## config.mk

```make
export PLATFORM = sky130hd
export DESIGN_NAME = csi_status_lamps
export DESIGN_NICKNAME = d
export VERILOG_FILES = /design/src/csi_pkg.sv /design/src/csi_blink.sv /design/src/csi_status_lamps.sv
export SDC_FILE = /design/constraint.sdc
export NUM_CORES = 1
export LEC_CHECK = 0
export ABC_AREA = 1
export BUFFER_PORTS_ARGS = -buffer_cell sky130_fd_sc_hd__buf_2
export CORE_UTILIZATION = 45
export CTS_BUF_LIST = sky130_fd_sc_hd__clkbuf_8
export DETAILED_ROUTE_END_ITERATION = 6
export PLACE_DENSITY_LB_ADDON = 0.12
export REMOVE_ABC_BUFFERS = 1
export SYNTH_ARGS = -nofsm -noshare
export SYNTH_HDL_FRONTEND = slang
export SYNTH_HIERARCHICAL = 1
export SYNTH_SLANG_ARGS = --single-unit
```

## constraint.sdc

```tcl
create_clock -name ref_clk_i -period 5.3 [get_ports ref_clk_i]
set_input_delay 0.53 -clock ref_clk_i [delete_from_list [all_inputs] [get_ports ref_clk_i]]
set_output_delay 0.53 -clock ref_clk_i [all_outputs]
set_load 0.1 [all_outputs]
```

## src/csi_pkg.sv

```systemverilog
// constants and types shared by the status indicator logic
// ****************************************************************
// Summary of operation
// RQ1: stop state: run lamp 2 s on/off
// RQ2: run state: run lamp 0.25 s on/off
// RQ3: run/stop only by programmer, kept non-volatile
// RQ4: fitted module: run at power-up after syntax ok
// RQ5: error forces stop and lights fault lamp (an error during ST_BOOT only holds ST_BOOT; the unit may then still run)
// RQ6: minor: power cycle resumes; serious: refuse until cleared
// RQ7: fault lamp off when healthy, steady on system error
// RQ8: anomaly: fault lamp flashes 0.5 s, code lamps
// RQ9: binary code, bit 3 msb, 11-15 reserved
// RQ10: codes 1 to 5 meanings
// RQ11: codes 6 to 10 meanings
// RQ12: serial port slave only, reply after request
// RQ13: rx/tx lamps lit exactly during transfer
// RQ14: input lamp follows its input
// RQ15: output lamp follows driven output
// RQ16: one free-running timebase, phases restart on change
// RQ17: code overrides output lamps until anomaly clears
// ****************************************************************
package csi_pkg;
    // ************************************************************
    // timing
    // ************************************************************
    localparam int CLK_HZ          = 20_000_000;
    localparam int TICK_MS         = 1;
    localparam int TICK_CYCLES     = CLK_HZ / 1000 * TICK_MS;
    localparam int STOP_PHASE_MS   = 2000;
    localparam int RUN_PHASE_MS    = 250;
    localparam int FLASH_PHASE_MS  = 500;
    localparam int PHASE_W         = 16;
    localparam logic [PHASE_W-1:0] STOP_PHASE_TICKS  = PHASE_W'(STOP_PHASE_MS / TICK_MS);
    localparam logic [PHASE_W-1:0] RUN_PHASE_TICKS   = PHASE_W'(RUN_PHASE_MS / TICK_MS);
    localparam logic [PHASE_W-1:0] FLASH_PHASE_TICKS = PHASE_W'(FLASH_PHASE_MS / TICK_MS);

    // ************************************************************
    // error codes
    // ************************************************************
    localparam int CODE_W = 4;
    localparam int CODE_LAMPS = 4;
    localparam logic [3:0] ERR_NONE          = 4'h0;
    localparam logic [3:0] ERR_UNSUPPORTED   = 4'h1; // RQ10
    localparam logic [3:0] ERR_ID_MISMATCH   = 4'h2; // RQ10
    localparam logic [3:0] ERR_CHECKSUM      = 4'h3; // RQ10
    localparam logic [3:0] ERR_STACK         = 4'h4; // RQ10
    localparam logic [3:0] ERR_WATCHDOG      = 4'h5; // RQ10
    localparam logic [3:0] ERR_IO_EXCEEDED   = 4'h6; // RQ11
    localparam logic [3:0] ERR_SYNTAX        = 4'h7; // RQ11
    localparam logic [3:0] ERR_EXP_MODULES   = 4'h8; // RQ11
    localparam logic [3:0] ERR_EXP_POINTS    = 4'h9; // RQ11
    localparam logic [3:0] ERR_FLASH_CRC     = 4'hA; // RQ11
    localparam logic [3:0] ERR_RESERVED_LO   = 4'hB; // RQ9

    // ************************************************************
    // types
    // ************************************************************
    typedef enum logic [3:0] {
        ST_BOOT  = 4'b0001,
        ST_CHECK = 4'b0010,
        ST_STOP  = 4'b0100,
        ST_RUN   = 4'b1000
    } csi_state_type;

    typedef struct packed {
        logic             event_valid;
        logic             serious;
        logic [CODE_W-1:0] code;
    } csi_fault_type;

    typedef struct packed {
        logic rx_active;
        logic tx_active;
    } csi_serial_type;
endpackage

```

## src/csi_blink.sv

```systemverilog
// lamp phase generator driven by the shared millisecond tick
`timescale 1ns/1ps
`default_nettype none
module csi_blink
    import csi_pkg::*;
(
    // clock and reset
    input  wire logic               ref_clk_i,
    input  wire logic               resetn_i,
    // control
    input  wire logic               tick_i,
    input  wire logic               restart_i,
    input  wire logic [PHASE_W-1:0] phase_ticks_i,
    // lamp
    output logic                    lamp_o
);
    logic [PHASE_W-1:0] cnt_reg;
    logic [PHASE_W-1:0] cnt_next;
    logic               lamp_reg;
    logic               lamp_next;

    // ************************************************************
    // phase counting
    // ************************************************************
    always_comb begin
        cnt_next  = cnt_reg;
        lamp_next = lamp_reg;
        if (restart_i) begin
            cnt_next  = '0; // RQ16
            lamp_next = 1'b1;
        end else if (tick_i) begin
            if (cnt_reg + PHASE_W'(1) >= phase_ticks_i) begin
                cnt_next  = '0;
                lamp_next = ~lamp_reg;
            end else begin
                cnt_next = cnt_reg + PHASE_W'(1);
            end
        end
    end

    always_ff @(posedge ref_clk_i or negedge resetn_i) begin
        if (!resetn_i) begin
            cnt_reg  <= '0;
            lamp_reg <= 1'b0;
        end else begin
            cnt_reg  <= cnt_next;
            lamp_reg <= lamp_next;
        end
    end

    assign lamp_o = lamp_reg;
endmodule
`default_nettype wire

```

## src/csi_status_lamps.sv

```systemverilog
// run/fault/serial/io status lamp controller
`timescale 1ns/1ps
`default_nettype none
module csi_status_lamps
    import csi_pkg::*;
#(
    parameter int NUM_IN      = 8,
    parameter int NUM_OUT     = 8,
    parameter int TICK_CYCLES_P = TICK_CYCLES
) (
    // clock and reset
    input  wire logic               ref_clk_i,
    input  wire logic               resetn_i,
    // programmer command and non-volatile state
    input  wire logic               cmd_valid_i,
    input  wire logic               cmd_run_i,
    input  wire logic               nv_run_i,
    output logic                    nv_write_o,
    output logic                    nv_run_o,
    // plug-in program module
    input  wire logic               module_fitted_i,
    input  wire logic               module_check_done_i,
    input  wire logic               module_syntax_ok_i,
    // faults
    input  wire csi_fault_type      fault_i,
    input  wire logic               fault_clear_i,
    // builtin serial port
    input  wire csi_serial_type     serial_i,
    output logic                    tx_grant_o,
    // io points
    input  wire logic [NUM_IN-1:0]  input_state_i,
    input  wire logic [NUM_OUT-1:0] output_state_i,
    output logic [NUM_OUT-1:0]      output_drive_o,
    // lamps
    output logic                    run_lamp_o,
    output logic                    fault_lamp_o,
    output logic                    rx_lamp_o,
    output logic                    tx_lamp_o,
    output logic [NUM_IN-1:0]       input_lamp_o,
    output logic [NUM_OUT-1:0]      output_lamp_o,
    // state
    output logic                    running_o
);
    function automatic logic code_shown(input logic [CODE_W-1:0] c);
        code_shown = (c != ERR_NONE);
    endfunction

    // ************************************************************
    // free-running timebase
    // ************************************************************
    logic [31:0] tb_reg;
    logic [31:0] tb_next;
    logic        tick_reg;
    logic        tick_next;

    always_comb begin
        tick_next = (tb_reg == 32'(TICK_CYCLES_P - 1)); // RQ16
        tb_next   = tick_next ? 32'h0000_0000 : tb_reg + 32'h0000_0001;
    end

    always_ff @(posedge ref_clk_i or negedge resetn_i) begin
        if (!resetn_i) begin
            tb_reg   <= 32'h0000_0000;
            tick_reg <= 1'b0;
        end else begin
            tb_reg   <= tb_next;
            tick_reg <= tick_next;
        end
    end

    // ************************************************************
    // run/stop and fault state
    // ************************************************************
    csi_state_type      state_reg;
    csi_state_type      state_next;
    logic               fault_reg;
    logic               fault_next;
    logic               serious_reg;
    logic               serious_next;
    logic [CODE_W-1:0]  code_reg;
    logic [CODE_W-1:0]  code_next;
    logic               nv_write_reg;
    logic               nv_write_next;
    logic               nv_run_reg;
    logic               nv_run_next;

    always_comb begin
        state_next    = state_reg;
        fault_next    = fault_reg;
        serious_next  = serious_reg;
        code_next     = code_reg;
        nv_write_next = 1'b0;
        nv_run_next   = nv_run_reg;
        // serious faults clear on request or at power-up; minor ones only at power-up
        if (fault_clear_i && serious_reg) begin
            fault_next   = 1'b0; // RQ6
            serious_next = 1'b0;
            code_next    = ERR_NONE; // RQ17
        end
        case (state_reg)
            ST_BOOT: begin
                nv_run_next = nv_run_i; // RQ3
                if (module_fitted_i)
                    state_next = ST_CHECK;
                else
                    state_next = nv_run_i ? ST_RUN : ST_STOP; // RQ3
            end
            ST_CHECK: begin
                if (module_check_done_i) begin
                    if (module_syntax_ok_i) begin
                        state_next = ST_RUN; // RQ4
                    end else begin
                        state_next = ST_STOP;
                        fault_next = 1'b1;
                        code_next  = ERR_SYNTAX;
                    end
                end
            end
            ST_STOP, ST_RUN: begin
                // faulted unit refuses programmer run/stop
                if (cmd_valid_i && !fault_reg) begin
                    state_next    = cmd_run_i ? ST_RUN : ST_STOP; // RQ3
                    nv_write_next = 1'b1;
                    nv_run_next   = cmd_run_i;
                end
            end
            default: state_next = ST_BOOT;
        endcase
        // an error arriving with a clear wins; stop is not saved so power cycle resumes
        if (fault_i.event_valid) begin
            state_next    = (state_reg == ST_BOOT) ? ST_BOOT : ST_STOP; // RQ5
            fault_next    = 1'b1; // RQ5
            serious_next  = serious_reg | fault_i.serious; // RQ6
            code_next     = fault_i.code; // RQ9
            nv_write_next = 1'b0;
            nv_run_next   = nv_run_reg;
        end
    end

    always_ff @(posedge ref_clk_i or negedge resetn_i) begin
        if (!resetn_i) begin
            state_reg    <= ST_BOOT;
            fault_reg    <= 1'b0;
            serious_reg  <= 1'b0;
            code_reg     <= ERR_NONE;
            nv_write_reg <= 1'b0;
            nv_run_reg   <= 1'b0;
        end else begin
            state_reg    <= state_next;
            fault_reg    <= fault_next;
            serious_reg  <= serious_next;
            code_reg     <= code_next;
            nv_write_reg <= nv_write_next;
            nv_run_reg   <= nv_run_next;
        end
    end

    // ************************************************************
    // blink generators
    // ************************************************************
    logic               run_phase_restart;
    logic               flash_restart;
    logic [PHASE_W-1:0] run_phase_ticks;
    logic               run_blink;
    logic               flash_blink;

    assign run_phase_restart = (state_next != state_reg) || (fault_next != fault_reg); // RQ16
    assign flash_restart     = (code_next != code_reg); // RQ16
    assign run_phase_ticks   = (state_reg == ST_RUN) ? RUN_PHASE_TICKS : STOP_PHASE_TICKS; // RQ1 RQ2

    csi_blink u_run_blink (
        .ref_clk_i     (ref_clk_i),
        .resetn_i      (resetn_i),
        .tick_i        (tick_reg),
        .restart_i     (run_phase_restart),
        .phase_ticks_i (run_phase_ticks),
        .lamp_o        (run_blink)
    );

    csi_blink u_flash_blink (
        .ref_clk_i     (ref_clk_i),
        .resetn_i      (resetn_i),
        .tick_i        (tick_reg),
        .restart_i     (flash_restart),
        .phase_ticks_i (FLASH_PHASE_TICKS),
        .lamp_o        (flash_blink)
    );

    // ************************************************************
    // serial slave gating
    // ************************************************************
    logic rx_prev_reg;
    logic rx_prev_next;
    logic grant_reg;
    logic grant_next;
    logic tx_prev_reg;
    logic tx_prev_next;

    always_comb begin
        rx_prev_next = serial_i.rx_active;
        tx_prev_next = serial_i.tx_active & grant_reg;
        grant_next   = grant_reg;
        // end of a reply closes the grant; the end of a new request reopens it
        if (tx_prev_reg && !serial_i.tx_active)
            grant_next = 1'b0; // RQ12
        if (rx_prev_reg && !serial_i.rx_active)
            grant_next = 1'b1; // RQ12
    end

    always_ff @(posedge ref_clk_i or negedge resetn_i) begin
        if (!resetn_i) begin
            rx_prev_reg <= 1'b0;
            tx_prev_reg <= 1'b0;
            grant_reg   <= 1'b0;
        end else begin
            rx_prev_reg <= rx_prev_next;
            tx_prev_reg <= tx_prev_next;
            grant_reg   <= grant_next;
        end
    end

    // ************************************************************
    // lamp and output registers
    // ************************************************************
    logic                run_lamp_reg;
    logic                fault_lamp_reg;
    logic                rx_lamp_reg;
    logic                tx_lamp_reg;
    logic [NUM_IN-1:0]   in_lamp_reg;
    logic [NUM_OUT-1:0]  out_lamp_reg;
    logic [NUM_OUT-1:0]  out_lamp_next;
    logic [NUM_OUT-1:0]  drive_reg;
    logic [NUM_OUT-1:0]  drive_next;
    logic                fault_lamp_next;

    always_comb begin
        if (code_shown(code_reg))
            fault_lamp_next = flash_blink; // RQ8
        else
            fault_lamp_next = fault_reg; // RQ7
    end

    for (genvar i = 0; i < NUM_OUT; i++) begin : g_out
        if (i < CODE_LAMPS) begin : g_code
            // code lamps: code wins and the load is held off meanwhile
            assign out_lamp_next[i] = code_shown(code_reg) ? code_reg[i] : output_state_i[i]; // RQ8 RQ9 RQ17
            assign drive_next[i]    = code_shown(code_reg) ? 1'b0 : output_state_i[i]; // RQ8
        end else begin : g_plain
            assign out_lamp_next[i] = output_state_i[i]; // RQ15
            assign drive_next[i]    = output_state_i[i];
        end
    end

    always_ff @(posedge ref_clk_i or negedge resetn_i) begin
        if (!resetn_i) begin
            run_lamp_reg   <= 1'b0;
            fault_lamp_reg <= 1'b0;
            rx_lamp_reg    <= 1'b0;
            tx_lamp_reg    <= 1'b0;
            in_lamp_reg    <= '0;
            out_lamp_reg   <= '0;
            drive_reg      <= '0;
        end else begin
            run_lamp_reg   <= (state_reg == ST_BOOT || state_reg == ST_CHECK) ? 1'b0 : run_blink; // RQ1 RQ2
            fault_lamp_reg <= fault_lamp_next;
            rx_lamp_reg    <= serial_i.rx_active; // RQ13
            tx_lamp_reg    <= serial_i.tx_active & grant_reg; // RQ13
            in_lamp_reg    <= input_state_i; // RQ14
            out_lamp_reg   <= out_lamp_next;
            drive_reg      <= drive_next; // RQ15
        end
    end

    assign run_lamp_o     = run_lamp_reg;
    assign fault_lamp_o   = fault_lamp_reg;
    assign rx_lamp_o      = rx_lamp_reg;
    assign tx_lamp_o      = tx_lamp_reg;
    assign tx_grant_o     = grant_reg;
    assign input_lamp_o   = in_lamp_reg;
    assign output_lamp_o  = out_lamp_reg;
    assign output_drive_o = drive_reg;
    assign nv_write_o     = nv_write_reg;
    assign nv_run_o       = nv_run_reg;
    assign running_o      = state_reg[3]; // one-hot run bit keeps the port a plain flop
endmodule
`default_nettype wire

```

==> results of run 1 <==
## kinds of logic after synthesis
kind of cell / after synthesis / synth area share [%]
buffers and inverters: 162 / 9.697
XOR/XNOR: 43 / 5.667
AO/OA/AOI/OAI: 39 / 3.615
other: 2 / 0.1130
flip-flops: 104 / 39.18
AND/OR/NAND/NOR: 493 / 35.13
adder cells (fa/ha/maj): 35 / 6.590
## placed cells by master, fill, tap and decap left out, types with 9 or more instances in the layout
cell type and instances:
nand2_1 255, inv_1 139, dfrtp_1 103, nor2_1 63, buf_2 63, nand4_1 50
nand3_1 39, ha_1 35, xor2_1 32, conb_1 26, nor3_1 22, a21oi_1 14
nand2_2 13, nor2_2 12, o21ai_0 11, xnor2_1 11, clkbuf_8 9
## path summary, 6_finish.rpt
kind,startpoint,to,slack [ns],cells past startpoint
min,resetn_i,u_flash_blink/cnt_reg[7],0.15,1
max,state_reg[3],u_flash_blink/cnt_reg[4],2.06,12
max reg2reg,state_reg[3],u_flash_blink/cnt_reg[4],2.06,12
min reg2reg,nv_run_o,nv_run_o,0.48,1
max in group asynchronous,resetn_i,input_lamp_o[6],4.00,2
min in group ref_clk_i,output_state_i[5],output_drive_o[5],0.24,1
## power by group through the flow
stage | registers (mW) | clock network (mW) | logic (mW)
after floorplan | 1.07 | 0 | 0.330
after global placement | 0.899 | 0 | 0.658
after detailed placement | 0.899 | 0 | 0.659
after CTS | 0.884 | 0.508 | 0.661
after global routing | 0.892 | 0.537 | 0.734
final | 0.884 | 0.484 | 0.658
## stage by stage
| step | area [um^2] | cells | total power, mW | utilization, % | hold slack (ns) |
|---|---|---|---|---|---|
| after floorplan | 6650 | 889 | 1.404 | - | 0.2344 |
| after global placement | 7211 | 1138 | 1.557 | 49.80 | 0.4638 |
| after detailed placement | 7211 | 1138 | 1.558 | 49.80 | 0.4659 |
| after CTS | 7397 | 1154 | 2.053 | 51.09 | 0.1701 |
| after global routing | 7397 | 1154 | 2.163 | 51.09 | 0.1992 |
| final | 7397 | 1154 | 2.026 | 51.09 | 0.1527 |
## area by class of cell
type	count	area, um^2
clock buffer	9	123.9
multi-input combinational	636	3487
inverter	149	559.3
sequential	104	2604
tap	184	230.2
fill	1491	7082
clock inverter	7	62.56
timing repair buffer	65	330.3
## layer usage
layer / GRT usage, % / routed length [um] / vias up
li1: - / - / 2927
met1: 28.43 / 7192 / 2445
met2: 31.28 / 6190 / 123
met3: 4.566 / 667 / 4
met4: 3.991 / 85 / 0
met5: 0 / 0 / -
## critical path: stages (launching register included)
cell and delay [ns]:
dfrtp_1 0.49, nor2_4 0.19, nand4_2 0.20, o211ai_1 0.17, nand2_1 0.10, nand2_1 0.07
nand2_1 0.05, nor2_1 0.10, nand2_1 0.10, nor2_2 0.60, clkinv_1 0.70, nand4_1 0.28
nand2_1 0.08
## synth_stat cells (all sizes together), types with 4 or more instances
| cell | n |
|---|---|
| xor2 | 32 |
| ha | 35 |
| nor2 | 83 |
| nor3 | 28 |
| inv | 145 |
| nand4 | 51 |
| nand3b | 4 |
| clkinv | 4 |
| o21ai | 13 |
| nor4 | 4 |
| dfrtp | 103 |
| buf | 11 |
| nand2 | 270 |
| xnor2 | 11 |
| a21oi | 16 |
| nand3 | 45 |
==> metrics.md, run 1 <==
| Metric | Value |
|---|---|
| Remaining antenna violation count | `0` |
| Final nets | `a little over 1k` |
| Yosys reg bits | `104` |
| Gate Count Post-Synth | `878` |
| Hold WC Path Type | `in -> async` |
| Hpwl dp | `roughly 11000 um` |
| Core ar. | `around 14000 um^2` |
| Syn_area_per_cell | `7.568 um^2` |
| Sequential-to-total area share from yosys stat | `39.18%` |
| Post-route clock period utilization | `61.06%` |
| P&R area growth vs syn | `11.32%` |
| Final Wtd Congestion | `0.8716` |
| Fin crit period | `3.236 ns` |
| Initial antenna violation count | `0` |
| Share of layout cells above drive strength 1 | `14.54%` |
| Final worst slack | `roughly 2.1 ns` |
| Largest cells by area after synthesis | `dfrtp_1 (39%), nand2_1 (14%), inv_1 (7.9%)` |
| Final Hold Viols | `0` |
| Reported net switching power | `about 850 uW` |
| Clock H-tree levels | `3` |
| Pre-antenna DRT Iters | `5` |
| Total track usage | `between 20 and 25%` |
| Port Buf Inserts | `64` |
| Max-slew headroom | `50.61%` |
| Drt total wl | `14140 um` |
| Worst-skew pair later-pin latency | `just under 0.4 ns` |
| Via count | `between 5k and 6k` |
| Synth cell types | `44` |
| Switch share | `41.94%` |
| Max FFs per register | `32` |
| Critical path endpoint category | `flip-flop` |
| Power share of the sequential group | `a little over two fifths` |
| Clock share of power | `between 20% and 30%` |
| PD cells | `273.8 nW/um^2` |
| Asr flop ratio synth | `100.0%` |
| GRT overflow | `0` |
| Post-CTS setup buffers | `0` |
| Combinational fraction of design power | `32.5%` |
| Vias in the first global route | `4994` |
| Startpoint types | `flip-flop` |
| Post-cts repair resize count | `0` |
| Clock tree from TritonCTS | `done` |
| Dominant cell type by area after synthesis | `dfrtp_1` |
| Final TNS setup | `0 ns` |
| Worst vdd rail ir drop | `0.0002468 V` |
| Status | `finished clean` |
| Worst-Margin Slew | `0.7400 ns` |
| Die area | `about 15000 um^2` |
| Synth top area share | `between 30% and 40%` |
| Ant diodes | `0` |
| Chip Width | `123.5 um` |
| Max_cap viols | `0` |
| Fmax | `309.0 MHz` |
| Die height | `approximately 120 um` |
| CP Class | `reg -> reg` |
| Slew Viols, Final | `0` |
| Starting Density | `45.90%` |
| Largest net degree at the start of global routing | `57` |
| Unrepaired setup endpoints after global routing | `no` |
| Avg WL per Cell | `12.25 um` |
| Crit Path Max Fanout | `18` |
| Detail-routed via count per cell | `4.765` |
| Post-Route Skew | `between 0.009 and 0.01 ns` |
| CTS Hold Bufs | `0` |
| Iter 0 DRT Violations | `337` |
| CTS Buffer Depth | `2` |
| Residual DRC | `0` |
| Clk pin slew, worst setup/hold paths | `0.11 ns` |
| Top_reg_cell synth | `dfrtp_1` |
| Cell Area, Synth | `6645 um^2` |
| Crit path required time | `5.57 ns` |
| Synth warn | `6` |
| Total CTS buffers | `9` |
| Internal power | `1.176 mW` |
| First-pass GRT wire length | `23910 um` |
| Finish-stage setup viols | `0` |
| Post-synth EDFFs | `0` |
| Pre-CTS WS | `1.922 ns` |
| CP arrival | `between 3 and 4 ns` |
| Rows | `44` |
| Static Leakage | `4.085 nW` |
| Root Buffer Master | `clkbuf_8` |
| Clk sinks | `104` |
| # IOs | `65` |
Note: power is estimated with default switching activity, not from simulation.
==> inputs of run 2 (changes only) <==
- clock period: 5.3 -> 3.1 ns (I/O delays scaled with it)
==> run 2 against run 1 <==
Effect of this change: flip-flop and latch count did not move; register-to-register slack lost 1.6 ns; largest power group unchanged; total power grew 73%; final area grew 2.2%; cell count up 1.5%; critical path depth is 3 higher; wire length down 0.23%.
==> metrics.md, run 2 (same netlist as run 1, synthesis figures left out) <==
| Metric | Value |
|---|---|
| Iter 0 DRT Violations | `293` |
| Critical path endpoint category | `flip-flop` |
| Clock H-tree levels | `3` |
| PD cells | `between 400 and 500 nW/um^2` |
| Worst Path Buf+Inv | `0` |
| Internal power | `roughly 2 mW` |
| Residual DRC | `0` |
| Die area | `15260 um^2` |
| Crit-path cells | `nor2_4 -> nand4_2 -> o211ai_1 -> nand2_1 -> nand2_1 -> nand2_1 -> nor2_1 -> nand2_1 -> nor2_1 -> nand2_1 -> o21bai_1 -> a21oi_4 -> nand2_1 -> nand3_1 -> nand2_1` |
| Max_cap viols | `0` |
| Root Buffer Master | `clkbuf_8` |
| Slew Viols, Final | `0` |
| Worst R2R Path Depth | `15` |
| Min-delay src | `serial_i[1]` |
| Crit Path Max Fanout | `17` |
| Final Hold Viols | `0` |
| Avg WL per Cell | `between 10 and 15 um` |
| Cell mode on critical path | `nand2_1` |
| Max-slew headroom | `57.75%` |
| Port Buf Inserts | `64` |
| Post-CTS setup buffers | `0` |
| Hpwl dp | `10530 um` |
| Reg-to-reg slack, setup | `0.42 ns` |
| Die height | `approximately 120 um` |
| Startpoint types | `flip-flop` |
| GRT overflow | `0` |
| Most frequent cells in the layout | `nand2_1 (255), inv_1 (139), dfrtp_1 (103)` |
| Pre-antenna DRT Iters | `4` |
| Ant diodes | `0` |
| Fmax | `373.2 MHz` |
| Vias in the first global route | `5034` |
| Status | `finished clean` |
| Worst path slowest cell | `dfrtp_1` |
| Post-Route Skew | `0.008585 ns` |
| Combinational fraction of design power | `about 33%` |
| Hold WC Path Type | `in -> reg` |
| Worst r2r src | `state_reg[3]` |
| Final TNS setup | `0 ns` |
| Clock tree from TritonCTS | `done` |
| Clock share of power | `roughly 24%` |
| CTS Hold Bufs | `13` |
| CTS Buffer Depth | `2` |
| # IOs | `65` |
| Hold path cells | `1` |
| Unrepaired setup endpoints after global routing | `no` |
| Worst Hold Slack | `~0.036 ns` |
| Largest net degree at the start of global routing | `51` |
| Switch share | `41.64%` |
| Fin crit period | `about 2.7 ns` |
| Final Wtd Congestion | `0.8917` |
| Crit path required time | `3.39 ns` |
| Total track usage | `20.02%` |
| Max incr delay on CP | `0.50 ns` |
| Post-cts repair resize count | `0` |
| Max FFs per register | `32` |
| Clk sinks | `between 100 and 150` |
| Total CTS buffers | `9` |
| First-pass GRT wire length | `23810 um` |
| Worst-Margin Slew | `roughly 0.63 ns` |
| Core ar. | `between 10000 and 15000 um^2` |
| FF+latch area | `2604 um^2` |
| Static Leakage | `4.173 nW` |
| Multi-input gate area | `roughly 3500 um^2` |
| Initial antenna violation count | `0` |
| Drt total wl | `14100 um` |
| Worst-skew pair later-pin latency | `between 0.3 and 0.4 ns` |
| Remaining antenna violation count | `0` |
| Chip Width | `123.5 um` |
| Fillers | `1441` |
| Via count | `5530` |
| Final nets | `1050` |
| Placed Area | `7241 um^2` |
| Hold path endpoint | `rx_lamp_o` |
| CP arrival | `approximately 3 ns` |
| Kind of cell adding the most delay to the critical path | `simple AND/OR/NAND/NOR gates` |
| Clk pin slew, worst setup/hold paths | `0.11 ns` |
| Detail-routed via count per cell | `4.722` |
| Worst r2r dst | `u_flash_blink/lamp_o` |
| Rows | `44` |
| Share of layout cells above drive strength 1 | `between 10 and 15%` |
| Finish-stage setup viols | `0` |
| Commonest non-fill, non-tap cell in the layout | `nand2_1` |
| Post-route cell area | `7564 um^2` |
| Post-route clock period utilization | `86.44%` |
| Starting Density | `45.90%` |
| Reported net switching power | `1.459 mW` |
| CP Class | `reg -> reg` |
| Worst vdd rail ir drop | `0.0004371 V` |
| P&R area growth vs syn | `13.82%` |
| Power share of the sequential group | `43.1%` |
run 2: cell types whose count changed in the layout (fill, tap and decap cells not counted), sizes merged:
cell / before / now
clkinv: 4 / 6
clkinvlp: 3 / 0
inv: 149 / 150
buf: 65 / 69
dlygate4sd3: 0 / 13
run 2: how the worst max path moves through the flow:
stage / to / start / cells after the start
5_1_grt: u_flash_blink/lamp_o / state_reg[1] / 16
3_5_place_dp: u_run_blink/lamp_o / state_reg[0] / 18
3_3_place_gp: u_run_blink/lamp_o / state_reg[0] / 18
4_1_cts: u_run_blink/lamp_o / state_reg[0] / 18
6_report: u_flash_blink/lamp_o / state_reg[3] / 15
2_1_floorplan: u_run_blink/cnt_reg[0] / state_reg[3] / 15
run 2: routing by layer:
layer  wire (um)  vias up  GRT usage (%)
met5           0        -              0
met4         144        0          4.593
met3         544       10          4.705
met2        6036       97          30.13
met1        7377     2470          28.94
li1            -     2953              -
run 2: power groups by stage:
stage	Sequential (mW)	Clock, mW	Combinational [mW]
3_5_place_dp	1.54	0	1.14
6_report	1.51	0.853	1.14
4_1_cts	1.51	0.896	1.16
3_3_place_gp	1.54	0	1.14
5_1_grt	1.52	0.942	1.27
2_1_floorplan	1.84	0	0.564
run 2: metrics by stage:
step	power (mW)	worst slack, ns	util [%]	std cells
floorplan	2.400	0.06733	-	889
global placement	2.675	0.4531	50.01	1142
detailed placement	2.676	0.4329	50.01	1142
CTS	3.561	0.4103	52.24	1171
global route	3.738	0.08633	52.24	1171
finish	3.505	0.4204	52.24	1171
run 2: worst reg2reg max path: stages, from the launching register on:
cell,delay [ns]
dfrtp_1,0.50
nor2_4,0.19
nand4_2,0.18
o211ai_1,0.15
nand2_1,0.10
nand2_1,0.07
nand2_1,0.04
nor2_1,0.11
nand2_1,0.14
nor2_1,0.14
nand2_1,0.05
o21bai_1,0.18
a21oi_4,0.44
nand2_1,0.14
nand3_1,0.09
nand2_1,0.07
run 2: cell type report:
class,count,share of cell area [%]
Multi-Input combinational cell,636,46.10
Tap cell,184,3.044
Clock buffer,9,1.638
Clock inverter,7,0.9098
Timing Repair Buffer,82,6.485
Inverter,149,7.395
Sequential cell,104,34.43
